### src/verilog/irq_ctrl_pkg.sv
// constants and types shared by the interrupt control block
package irq_ctrl_pkg;

    // ------------------------------------------------------------------
    // nibble bus
    // ------------------------------------------------------------------
    localparam int ADDR_W = 10;
    localparam int DATA_W = 4;

    localparam logic [ADDR_W-1:0] OFF_N0 = 10'h000;
    localparam logic [ADDR_W-1:0] OFF_N1 = 10'h001;
    localparam logic [ADDR_W-1:0] OFF_TC = 10'h002;
    localparam logic [ADDR_W-1:0] OFF_TDS = 10'h003;
    localparam logic [ADDR_W-1:0] OFF_EXT_A = 10'h022;
    localparam logic [ADDR_W-1:0] OFF_EXT_B = 10'h023;
    localparam logic [ADDR_W-1:0] OFF_EDGE_SELECT_ONE = 10'h026;
    localparam logic [ADDR_W-1:0] OFF_EDGE_SELECT_TWO = 10'h027;

    // ------------------------------------------------------------------
    // field positions inside a nibble
    // ------------------------------------------------------------------
    localparam logic [1:0] BIT_IE = 2'h0;
    localparam logic [1:0] BIT_LO_FLAG = 2'h0;
    localparam logic [1:0] BIT_LO_MASK = 2'h1;
    localparam logic [1:0] BIT_HI_FLAG = 2'h2;
    localparam logic [1:0] BIT_HI_MASK = 2'h3;

    // ------------------------------------------------------------------
    // request sources and channels
    // ------------------------------------------------------------------
    localparam int NUM_SRC = 9;
    localparam int NUM_CH = 7;
    localparam int NUM_PIN = 7;
    localparam logic [3:0] SRC_E0 = 4'h0;
    localparam logic [3:0] SRC_E1 = 4'h1;
    localparam logic [3:0] SRC_TA = 4'h2;
    localparam logic [3:0] SRC_E2 = 4'h3;
    localparam logic [3:0] SRC_TC = 4'h4;
    localparam logic [3:0] SRC_E3 = 4'h5;
    localparam logic [3:0] SRC_TD = 4'h6;
    localparam logic [3:0] SRC_E4 = 4'h7;
    localparam logic [3:0] SRC_S1 = 4'h8;

    // ------------------------------------------------------------------
    // reset values
    // ------------------------------------------------------------------
    localparam logic IE_RST = 1'b0;
    localparam logic [NUM_SRC-1:0] FLAG_RST = 9'h000;
    localparam logic [NUM_SRC-1:0] MASK_RST = 9'h1ff;
    localparam logic [DATA_W-1:0] ESR_RST = 4'h0;

    // ------------------------------------------------------------------
    // edge codes and vectors
    // ------------------------------------------------------------------
    localparam logic [1:0] EDGE_NONE = 2'h0;
    localparam logic [1:0] EDGE_FALL = 2'h1;
    localparam logic [1:0] EDGE_RISE = 2'h2;
    localparam logic [1:0] EDGE_BOTH = 2'h3;

    localparam int VEC_W = 16;
    localparam logic [VEC_W-1:0] VEC_BASE = 16'h0002;
    localparam logic [VEC_W-1:0] VEC_STEP = 16'h0002;
    localparam logic [VEC_W-1:0] VEC_LAST = 16'h000e;

    typedef enum logic [3:0] {
        S_IDLE = 4'b0001,
        S_FINISH = 4'b0010,
        S_PUSH = 4'b0100,
        S_JUMP = 4'b1000
    } seq_state_t;

    typedef struct packed {
        logic hit;
        logic is_ie;
        logic is_mask;
        logic [3:0] src;
    } bit_map_t;

endpackage

### src/verilog/mcu_interrupt_control.sv
// interrupt flags, masks, edge selection, priority and entry sequence
module mcu_interrupt_control
    import irq_ctrl_pkg::*;
(
    input wire logic clock_i, // system clock
    input wire logic rstn_i, // async reset, active low
    input wire logic [ADDR_W-1:0] reg_addr_i, // nibble address
    input wire logic [DATA_W-1:0] reg_wdata_i, // write nibble
    input wire logic [DATA_W-1:0] reg_bit_we_i, // per-bit write strobe
    input wire logic reg_rd_i, // read strobe
    output logic [DATA_W-1:0] reg_rdata_o, // read nibble, next cycle
    input wire logic ext_input_zero_n_i, // external input 0 pin
    input wire logic ext_input_one_n_i, // external input 1 pin
    input wire logic ext_input_two_i, // external input 2 pin
    input wire logic ext_input_three_i, // external input 3 pin
    input wire logic ext_input_four_i, // external input 4 pin
    input wire logic timer_event_input_i, // timer D event pin
    input wire logic stop_release_input_n_i, // stop-release pin
    input wire logic stop_mode_i, // device is in stop mode
    input wire logic tmr_a_ovf_i, // timer A overflow pulse
    input wire logic tmr_c_ovf_i, // timer C overflow pulse
    input wire logic tmr_d_ovf_i, // timer D overflow pulse
    input wire logic tmr_d_capture_en_i, // input capture in use
    input wire logic serial_done_i, // serial transfer complete
    input wire logic serial_suspend_i, // serial transfer suspended
    input wire logic return_from_irq_instr_i, // return executes
    output logic irq_request_o, // unmasked request pending
    output logic seq_finish_o, // entry cycle one
    output logic seq_push_o, // entry cycles two and three
    output logic seq_jump_o, // entry cycle three
    output logic [VEC_W-1:0] vector_o, // vector address
    output logic stop_release_o // stop-release request pulse
);

    // ------------------------------------------------------------------
    // decoding
    // ------------------------------------------------------------------
    function automatic bit_map_t bit_map(input logic [ADDR_W-1:0] a,
                                         input logic [1:0] b);
        bit_map_t m;
        m = '0;
        m.hit = 1'b1;
        unique case (a)
            OFF_N0: begin
                m.is_ie = (b == BIT_IE);
                m.is_mask = (b == BIT_HI_MASK);
                m.src = SRC_E0;
                m.hit = (b != 2'h1);
            end
            OFF_N1: begin
                m.is_mask = b[0];
                m.src = b[1] ? SRC_TA : SRC_E1;
            end
            OFF_TC: begin
                m.is_mask = b[0];
                m.src = SRC_TC;
                m.hit = b[1];
            end
            OFF_TDS: begin
                m.is_mask = b[0];
                m.src = b[1] ? SRC_S1 : SRC_TD;
            end
            OFF_EXT_A: begin
                m.is_mask = b[0];
                m.src = b[1] ? SRC_E3 : SRC_E2;
            end
            OFF_EXT_B: begin
                m.is_mask = b[0];
                m.src = SRC_E4;
                m.hit = ~b[1];
            end
            default: m.hit = 1'b0;
        endcase
        return m;
    endfunction

    function automatic logic [VEC_W-1:0] prio_vector(
        input logic [NUM_CH-1:0] req);
        logic [VEC_W-1:0] v;
        v = VEC_BASE;
        for (int i = NUM_CH - 1; i >= 0; i--) begin
            if (req[i]) begin
                v = VEC_BASE + VEC_W'(i) * VEC_STEP;
            end
        end
        return v;
    endfunction

    // ------------------------------------------------------------------
    // pin edges
    // ------------------------------------------------------------------
    logic [DATA_W-1:0] edge_select_one_q, edge_select_one_d;
    logic [DATA_W-1:0] edge_select_two_q, edge_select_two_d;
    logic [NUM_PIN-1:0] pins;
    logic [NUM_PIN-1:0] edges;
    logic [1:0] modes [NUM_PIN];

    assign pins = {stop_release_input_n_i, timer_event_input_i,
                   ext_input_four_i, ext_input_three_i, ext_input_two_i,
                   ext_input_one_n_i, ext_input_zero_n_i};

    always_comb begin
        modes[0] = EDGE_FALL;
        modes[1] = EDGE_FALL;
        modes[2] = edge_select_one_q[1:0];
        modes[3] = edge_select_one_q[3:2];
        modes[4] = edge_select_two_q[1:0];
        modes[5] = edge_select_two_q[3:2];
        modes[6] = EDGE_FALL;
    end

    for (genvar g = 0; g < NUM_PIN; g++) begin : g_pin
        irq_edge_detect u_edge (
            .clock_i(clock_i),
            .rstn_i(rstn_i),
            .pin_i(pins[g]),
            .mode_i(modes[g]),
            .edge_o(edges[g])
        );
    end

    // ------------------------------------------------------------------
    // flags, masks, enable, edge selects
    // ------------------------------------------------------------------
    logic ie_q, ie_d;
    logic [NUM_SRC-1:0] flag_q, flag_d;
    logic [NUM_SRC-1:0] mask_q, mask_d;
    logic [NUM_SRC-1:0] set_ev, clr_ev;
    logic [NUM_SRC-1:0] pend;
    logic [NUM_CH-1:0] req;
    seq_state_t state_q, state_d;
    bit_map_t wm;

    always_comb begin
        set_ev = '0;
        set_ev[SRC_E0] = edges[0];
        set_ev[SRC_E1] = edges[1];
        set_ev[SRC_TA] = tmr_a_ovf_i;
        set_ev[SRC_E2] = edges[2];
        set_ev[SRC_TC] = tmr_c_ovf_i;
        set_ev[SRC_E3] = edges[3];
        set_ev[SRC_TD] = tmr_d_ovf_i | (edges[5] & tmr_d_capture_en_i);
        set_ev[SRC_E4] = edges[4];
        set_ev[SRC_S1] = serial_done_i | serial_suspend_i;
        clr_ev = '0;
        mask_d = mask_q;
        ie_d = ie_q;
        edge_select_one_d = edge_select_one_q;
        edge_select_two_d = edge_select_two_q;
        wm = '0;
        for (int b = 0; b < DATA_W; b++) begin
            wm = bit_map(reg_addr_i, 2'(b));
            if (reg_bit_we_i[b] && wm.hit) begin
                if (wm.is_ie) begin
                    ie_d = reg_wdata_i[b];
                end else if (wm.is_mask) begin
                    mask_d[wm.src] = reg_wdata_i[b];
                end else if (!reg_wdata_i[b]) begin
                    clr_ev[wm.src] = 1'b1;
                end
            end
            if (reg_bit_we_i[b] && reg_addr_i == OFF_EDGE_SELECT_ONE) begin
                edge_select_one_d[b] = reg_wdata_i[b];
            end
            if (reg_bit_we_i[b] && reg_addr_i == OFF_EDGE_SELECT_TWO) begin
                edge_select_two_d[b] = reg_wdata_i[b];
            end
        end
        if (return_from_irq_instr_i) begin
            ie_d = 1'b1;
        end
        if (state_q == S_FINISH) begin
            ie_d = 1'b0;
        end
        // a set in the same cycle as a clear is kept
        flag_d = set_ev | (flag_q & ~clr_ev);
    end

    always_ff @(posedge clock_i or negedge rstn_i) begin
        if (!rstn_i) begin
            ie_q <= IE_RST;
            flag_q <= FLAG_RST;
            mask_q <= MASK_RST;
            edge_select_one_q <= ESR_RST;
            edge_select_two_q <= ESR_RST;
        end else begin
            ie_q <= ie_d;
            flag_q <= flag_d;
            mask_q <= mask_d;
            edge_select_one_q <= edge_select_one_d;
            edge_select_two_q <= edge_select_two_d;
        end
    end

    // ------------------------------------------------------------------
    // channel requests
    // ------------------------------------------------------------------
    always_comb begin
        pend = flag_q & ~mask_q;
        req[0] = pend[SRC_E0];
        req[1] = pend[SRC_E1];
        req[2] = pend[SRC_TA];
        req[3] = pend[SRC_E2];
        req[4] = pend[SRC_TC] | pend[SRC_E3];
        req[5] = pend[SRC_TD] | pend[SRC_E4];
        req[6] = pend[SRC_S1];
    end

    // ------------------------------------------------------------------
    // entry sequence and outputs
    // ------------------------------------------------------------------
    logic accept;
    logic [VEC_W-1:0] vec_q, vec_d;
    logic [DATA_W-1:0] rdata_q, rdata_d;
    logic irq_req_q, irq_req_d;
    logic finish_q, finish_d;
    logic push_q, push_d;
    logic jump_q, jump_d;
    logic stop_rel_q, stop_rel_d;
    bit_map_t rm;

    always_comb begin
        accept = (state_q == S_IDLE) && ie_q && (|req);
        state_d = state_q;
        vec_d = vec_q;
        unique case (state_q)
            S_IDLE: begin
                if (accept) begin
                    state_d = S_FINISH;
                    vec_d = prio_vector(req);
                end
            end
            S_FINISH: state_d = S_PUSH;
            S_PUSH: state_d = S_JUMP;
            S_JUMP: state_d = S_IDLE;
            default: state_d = S_IDLE;
        endcase
        finish_d = (state_d == S_FINISH);
        push_d = (state_d == S_PUSH) || (state_d == S_JUMP);
        jump_d = (state_d == S_JUMP);
        irq_req_d = |req;
        stop_rel_d = edges[6] & stop_mode_i;
        rdata_d = rdata_q;
        rm = '0;
        if (reg_rd_i) begin
            for (int b = 0; b < DATA_W; b++) begin
                rm = bit_map(reg_addr_i, 2'(b));
                // edge selects are write-only and read as zero
                rdata_d[b] = rm.hit & (rm.is_ie ? ie_q :
                             rm.is_mask ? mask_q[rm.src] : flag_q[rm.src]);
            end
        end
    end

    always_ff @(posedge clock_i or negedge rstn_i) begin
        if (!rstn_i) begin
            state_q <= S_IDLE;
            vec_q <= VEC_BASE;
            finish_q <= 1'b0;
            push_q <= 1'b0;
            jump_q <= 1'b0;
            irq_req_q <= 1'b0;
            stop_rel_q <= 1'b0;
            rdata_q <= '0;
        end else begin
            state_q <= state_d;
            vec_q <= vec_d;
            finish_q <= finish_d;
            push_q <= push_d;
            jump_q <= jump_d;
            irq_req_q <= irq_req_d;
            stop_rel_q <= stop_rel_d;
            rdata_q <= rdata_d;
        end
    end

    assign reg_rdata_o = rdata_q;
    assign irq_request_o = irq_req_q;
    assign seq_finish_o = finish_q;
    assign seq_push_o = push_q;
    assign seq_jump_o = jump_q;
    assign vector_o = vec_q;
    assign stop_release_o = stop_rel_q;

    // ------------------------------------------------------------------
    // checks
    // ------------------------------------------------------------------
    property p_accept_enabled;
        @(posedge clock_i) disable iff (!rstn_i)
        (state_q == S_IDLE && ie_q && |req) |=> seq_finish_o;
    endproperty
    a_accept_enabled: assert property (p_accept_enabled)
        else $error("qualifying request not accepted");

    property p_disabled_blocks;
        @(posedge clock_i) disable iff (!rstn_i)
        (state_q == S_IDLE && !ie_q) |=> !seq_finish_o;
    endproperty
    a_disabled_blocks: assert property (p_disabled_blocks)
        else $error("interrupt taken while disabled");

    property p_top_priority;
        @(posedge clock_i) disable iff (!rstn_i)
        (accept && req[0]) |=> (vector_o == VEC_BASE);
    endproperty
    a_top_priority: assert property (p_top_priority)
        else $error("input 0 lost priority");

    property p_entry_seq;
        @(posedge clock_i) disable iff (!rstn_i)
        seq_finish_o |=> (seq_push_o && !ie_q && !seq_jump_o)
            ##1 (seq_push_o && seq_jump_o) ##1 !seq_push_o;
    endproperty
    a_entry_seq: assert property (p_entry_seq)
        else $error("entry sequence out of step");

    property p_return_sets;
        @(posedge clock_i) disable iff (!rstn_i)
        (return_from_irq_instr_i && state_q != S_FINISH) |=> ie_q;
    endproperty
    a_return_sets: assert property (p_return_sets)
        else $error("return did not re-enable");

    property p_serial_set;
        @(posedge clock_i) disable iff (!rstn_i)
        (serial_done_i || serial_suspend_i) |=> flag_q[SRC_S1];
    endproperty
    a_serial_set: assert property (p_serial_set)
        else $error("serial flag not set");

    property p_tmr_a_set;
        @(posedge clock_i) disable iff (!rstn_i)
        tmr_a_ovf_i |=> flag_q[SRC_TA];
    endproperty
    a_tmr_a_set: assert property (p_tmr_a_set)
        else $error("timer A flag not set");

    property p_stop_ignored;
        @(posedge clock_i) disable iff (!rstn_i)
        !stop_mode_i |=> !stop_release_o;
    endproperty
    a_stop_ignored: assert property (p_stop_ignored)
        else $error("stop release outside stop mode");

    property p_vector_range;
        @(posedge clock_i) disable iff (!rstn_i)
        seq_jump_o |-> (!vector_o[0] && vector_o >= VEC_BASE
            && vector_o <= VEC_LAST);
    endproperty
    a_vector_range: assert property (p_vector_range)
        else $error("vector out of range");

    property p_masked_idle;
        @(posedge clock_i) disable iff (!rstn_i)
        (state_q == S_IDLE && req == '0) |=> !seq_finish_o;
    endproperty
    a_masked_idle: assert property (p_masked_idle)
        else $error("masked request accepted");

endmodule

### src/verilog/irq_edge_detect.sv
// pin synchroniser with selectable edge detection
module irq_edge_detect
    import irq_ctrl_pkg::*;
(
    input wire logic clock_i, // system clock
    input wire logic rstn_i, // async reset, active low
    input wire logic pin_i, // asynchronous pin level
    input wire logic [1:0] mode_i, // edge select code
    output logic edge_o // one-cycle pulse on chosen edge
);

    // ------------------------------------------------------------------
    // synchroniser and edge
    // ------------------------------------------------------------------
    logic meta_q, meta_d;
    logic sync_q, sync_d;
    logic prev_q, prev_d;
    logic edge_q, edge_d;
    logic fall, rise;

    always_comb begin
        meta_d = pin_i;
        sync_d = meta_q;
        prev_d = sync_q;
        fall = prev_q & ~sync_q;
        rise = ~prev_q & sync_q;
        unique case (mode_i)
            EDGE_NONE: edge_d = 1'b0;
            EDGE_FALL: edge_d = fall;
            EDGE_RISE: edge_d = rise;
            EDGE_BOTH: edge_d = fall | rise;
        endcase
    end

    always_ff @(posedge clock_i or negedge rstn_i) begin
        if (!rstn_i) begin
            meta_q <= 1'b0;
            sync_q <= 1'b0;
            prev_q <= 1'b0;
            edge_q <= 1'b0;
        end else begin
            meta_q <= meta_d;
            sync_q <= sync_d;
            prev_q <= prev_d;
            edge_q <= edge_d;
        end
    end

    assign edge_o = edge_q;

endmodule

### config.mk
export PLATFORM = sky130hd
export DESIGN_NAME = mcu_interrupt_control
export DESIGN_NICKNAME = d
export VERILOG_FILES = /design/src/verilog/irq_ctrl_pkg.sv /design/src/verilog/mcu_interrupt_control.sv /design/src/verilog/irq_edge_detect.sv
export SDC_FILE = /design/constraint.sdc
export NUM_CORES = 1
export LEC_CHECK = 0
export BUFFER_PORTS_ARGS = -buffer_cell sky130_fd_sc_hd__buf_2
export CAP_MARGIN = 40
export CORE_MARGIN = 2
export CORE_UTILIZATION = 55
export CTS_CLUSTER_DIAMETER = 200
export DETAILED_ROUTE_END_ITERATION = 6
export GPL_ROUTABILITY_DRIVEN = 0
export HOLD_SLACK_MARGIN = 0.1
export PLACE_DENSITY = 0.79
export SLEW_MARGIN = 20
export SYNTH_ARGS = -nofsm -noshare
export SYNTH_HDL_FRONTEND = slang
export SYNTH_SLANG_ARGS = --single-unit
### constraint.sdc
create_clock -name clock_i -period 1.8 [get_ports clock_i]
set_input_delay 0.36 -clock clock_i [delete_from_list [all_inputs] [get_ports clock_i]]
set_output_delay 0.36 -clock clock_i [all_outputs]
set_load 0.01 [all_outputs]
==> out/metrics.yaml <==
outcome: "complete, no violations"
drc: 0
fin_util: 0.683
fmax_mhz: 619
yosysWarnings: 0
postSynthCellCount: 315
core_area_mm2: 0.00596
grt_overflow_total: 0
row_count: 28
critical_path_required_ns: 2.09
synth_ff_type: "dfrtp_1"
final_common_cell: "dfrtp_1"
synth-edff-count: 0
first_iter_violations: 214
setup_viol: 0
ctsHtreeMaxLevel: 3
p_leak_nw: 1.90
start_kind: "input port"
crit_type: "in -> reg"
worst_pin_slew_ns: 0.542
synth_area_per_cell_um2: 10.9
fin_worst_skew_ns: 0.0125
vias: 2627
post-route-min-period_ns: 1.62
critPathArrivalTime_ns: 1.90
antenna_found_initial: 0
synth_seq_area_share: 0.524
worstHoldPathType: "in -> reg"
final_nets: 437
firstDrtPassIters: 4
grt_pass1_wl_um: 12100
syn_to_final_growth_pct: 18.9
cts_root_buf: "clkbuf_8"
worstSetupEndpointType: "flip-flop"
routed_wl_um: 7260
finalMaxSlewViolations: 0
fin_crit_sh: 0.898
finalHoldWorstSlack_ns: 0.114
crit_fanout: 3
rrSetupSlack_ns: 0.19
cts.sinks: 71
max-slew-margin-rel: 0.634
cts_buffers: 9
postCtsSetupBuffers: 0
portBuffers: 47
synth-async-reset-ratio: 1.00
final_cell_mix: "dfrtp_1, buf_2, nand2_1"
clk_latency_ns: 0.36
grt_pass1_vias: 2592
antenna_left: 0
die_height_um: 82.9
die_area_mm2: 0.00686
clk_pin_slew_worst_paths_ns: 0.08
netlist_area_mm2: 0.00342
rsz0062_at_grt: "no"
fin_area_mm2: 0.00407
powerDensity_mw_per_mm2: 875
synth_seq_cells: 71
antenna_cells: 0
cts_tree: "built"
vias_per_cell: 5.55
ios: 61
post_drt_wl_per_cell_um: 15.4
hold_viol: 0
initial_utilization: 0.574
grt_max_degree: 44
track_usage: 0.223
dieWidth_um: 82.9
maxCapViolCount: 0
cts_buffer_depth: 2
dpl.hpwl_um: 5470
vdd_drop_max_mv: 0.619
drive_above_1_share: 0.266
yosys.cell_types.count: 59
placed_cell_area_mm2: 0.00383
-- final timing paths --
path / endpoint / from / depth (start not counted)
max: mask_q[7] / reg_addr_i[3] / 6
min: g_pin[5].u_edge.meta_q / timer_event_input_i / 1
max reg2reg: vector_o[3] / mask_q[0] / 6
min reg2reg: g_pin[3].u_edge.prev_d / g_pin[3].u_edge.meta_q / 0
max in group asynchronous: mask_q[2] / rstn_i / 3
min in group asynchronous: g_pin[2].u_edge.meta_q / rstn_i / 3
-- state kept, by name, summed over array words and instances, names as in the netlist --
| name | cells |
|---|---|
| flag_q | 9 |
| mask_q | 9 |
| g_pin.u_edge.edge_o | 7 |
| g_pin.u_edge.meta_q | 7 |
| g_pin.u_edge.prev_d | 7 |
| g_pin.u_edge.prev_q | 7 |
| edge_select_one_q | 4 |
| edge_select_two_q | 4 |
| reg_rdata_o | 4 |
| state_q | 4 |
| vector_o | 3 |
| ie_q | 1 |
| irq_request_o | 1 |
| seq_finish_o | 1 |
| seq_jump_o | 1 |
| seq_push_o | 1 |
| stop_release_o | 1 |
-- per-layer routing --
layer  vias to the layer above  global-route usage  share of wire  wire length [µm]
li1                       1237                   -              -                 -
met1                      1246               0.288           0.42              3060
met2                       117               0.346           0.47              3450
met3                        27              0.0557          0.066               482
met4                         0               0.122          0.037               268
met5                         -                   0              0                 0
-- critical path: stages --
cell	delay (ns)
buf_2	0.12
or4_4	0.57
nor4b_4	0.26
buf_4	0.17
nand4_1	0.10
mux2_1	0.32
-- cell usage after synthesis, drive strengths merged, types with 2 or more instances --
cell / instances / share of area
a21o: 3 / 0.0066
a21oi: 9 / 0.013
a221o: 2 / 0.0059
a41oi: 4 / 0.012
and2: 4 / 0.0081
and3: 2 / 0.0040
buf: 17 / 0.036
clkbuf: 4 / 0.011
dfrtp: 60 / 0.44
dfstp: 11 / 0.085
ha: 8 / 0.029
inv: 19 / 0.021
mux2: 18 / 0.059
mux2i: 6 / 0.018
nand2: 39 / 0.043
nand2b: 13 / 0.024
nand3: 8 / 0.012
nand4: 6 / 0.011
nand4b: 3 / 0.0077
nor2: 17 / 0.019
nor2b: 10 / 0.018
nor3: 4 / 0.0059
nor4: 4 / 0.014
nor4b: 5 / 0.017
o211ai: 3 / 0.0066
o21ai: 12 / 0.018
o22ai: 2 / 0.0037
o31ai: 3 / 0.0066
-- repair_timing --
action / in CTS / in global routing
resized for setup: 0 / 0
hold endpoints to repair: 60 / 5
setup endpoints to repair: 0 / 0
hold buffers: 1 / 5
-- final cells by class --
class | count | area (µm²)
Fill cell | 474 | 1890
Sequential cell | 71 | 1790
Inverter | 19 | 71.3
Clock inverter | 5 | 33.8
Multi-Input combinational cell | 216 | 1440
Clock buffer | 11 | 141
Timing Repair Buffer | 76 | 493
Tap cell | 75 | 93.8
-- metrics by stage --
stage	setup slack [ns]	instances	total power, mW	TNS (ns)
finish	0.184	473	3.56	0
global placement	-0.124	451	2.42	-0.705
detailed placement	-0.174	451	2.45	-1.56
floorplan	0.0365	327	2.20	0
CTS	0.200	468	3.58	0
global route	0.0473	473	3.75	0
-- kinds of logic after synthesis --
group | after synthesis | share of synthesized area
adders and majority gates | 8 | 0.0293
muxes | 24 | 0.0768
and+or+nand+nor | 120 | 0.196
DFF | 71 | 0.524
other | 1 | 0.00110
AOI/OAI and AO/OA | 51 | 0.105
buffers and inverters | 40 | 0.0677
-- power breakdown --
part	internal (mW)	switching, mW	leakage [nW]	total, mW
clock network	0.535	0.599	0.0853	1.13
logic	0.260	0.315	0.968	0.575
registers	1.76	0.0916	0.849	1.85
total	2.55	1.01	1.90	3.56
Note: power is estimated with default switching activity, not from simulation.
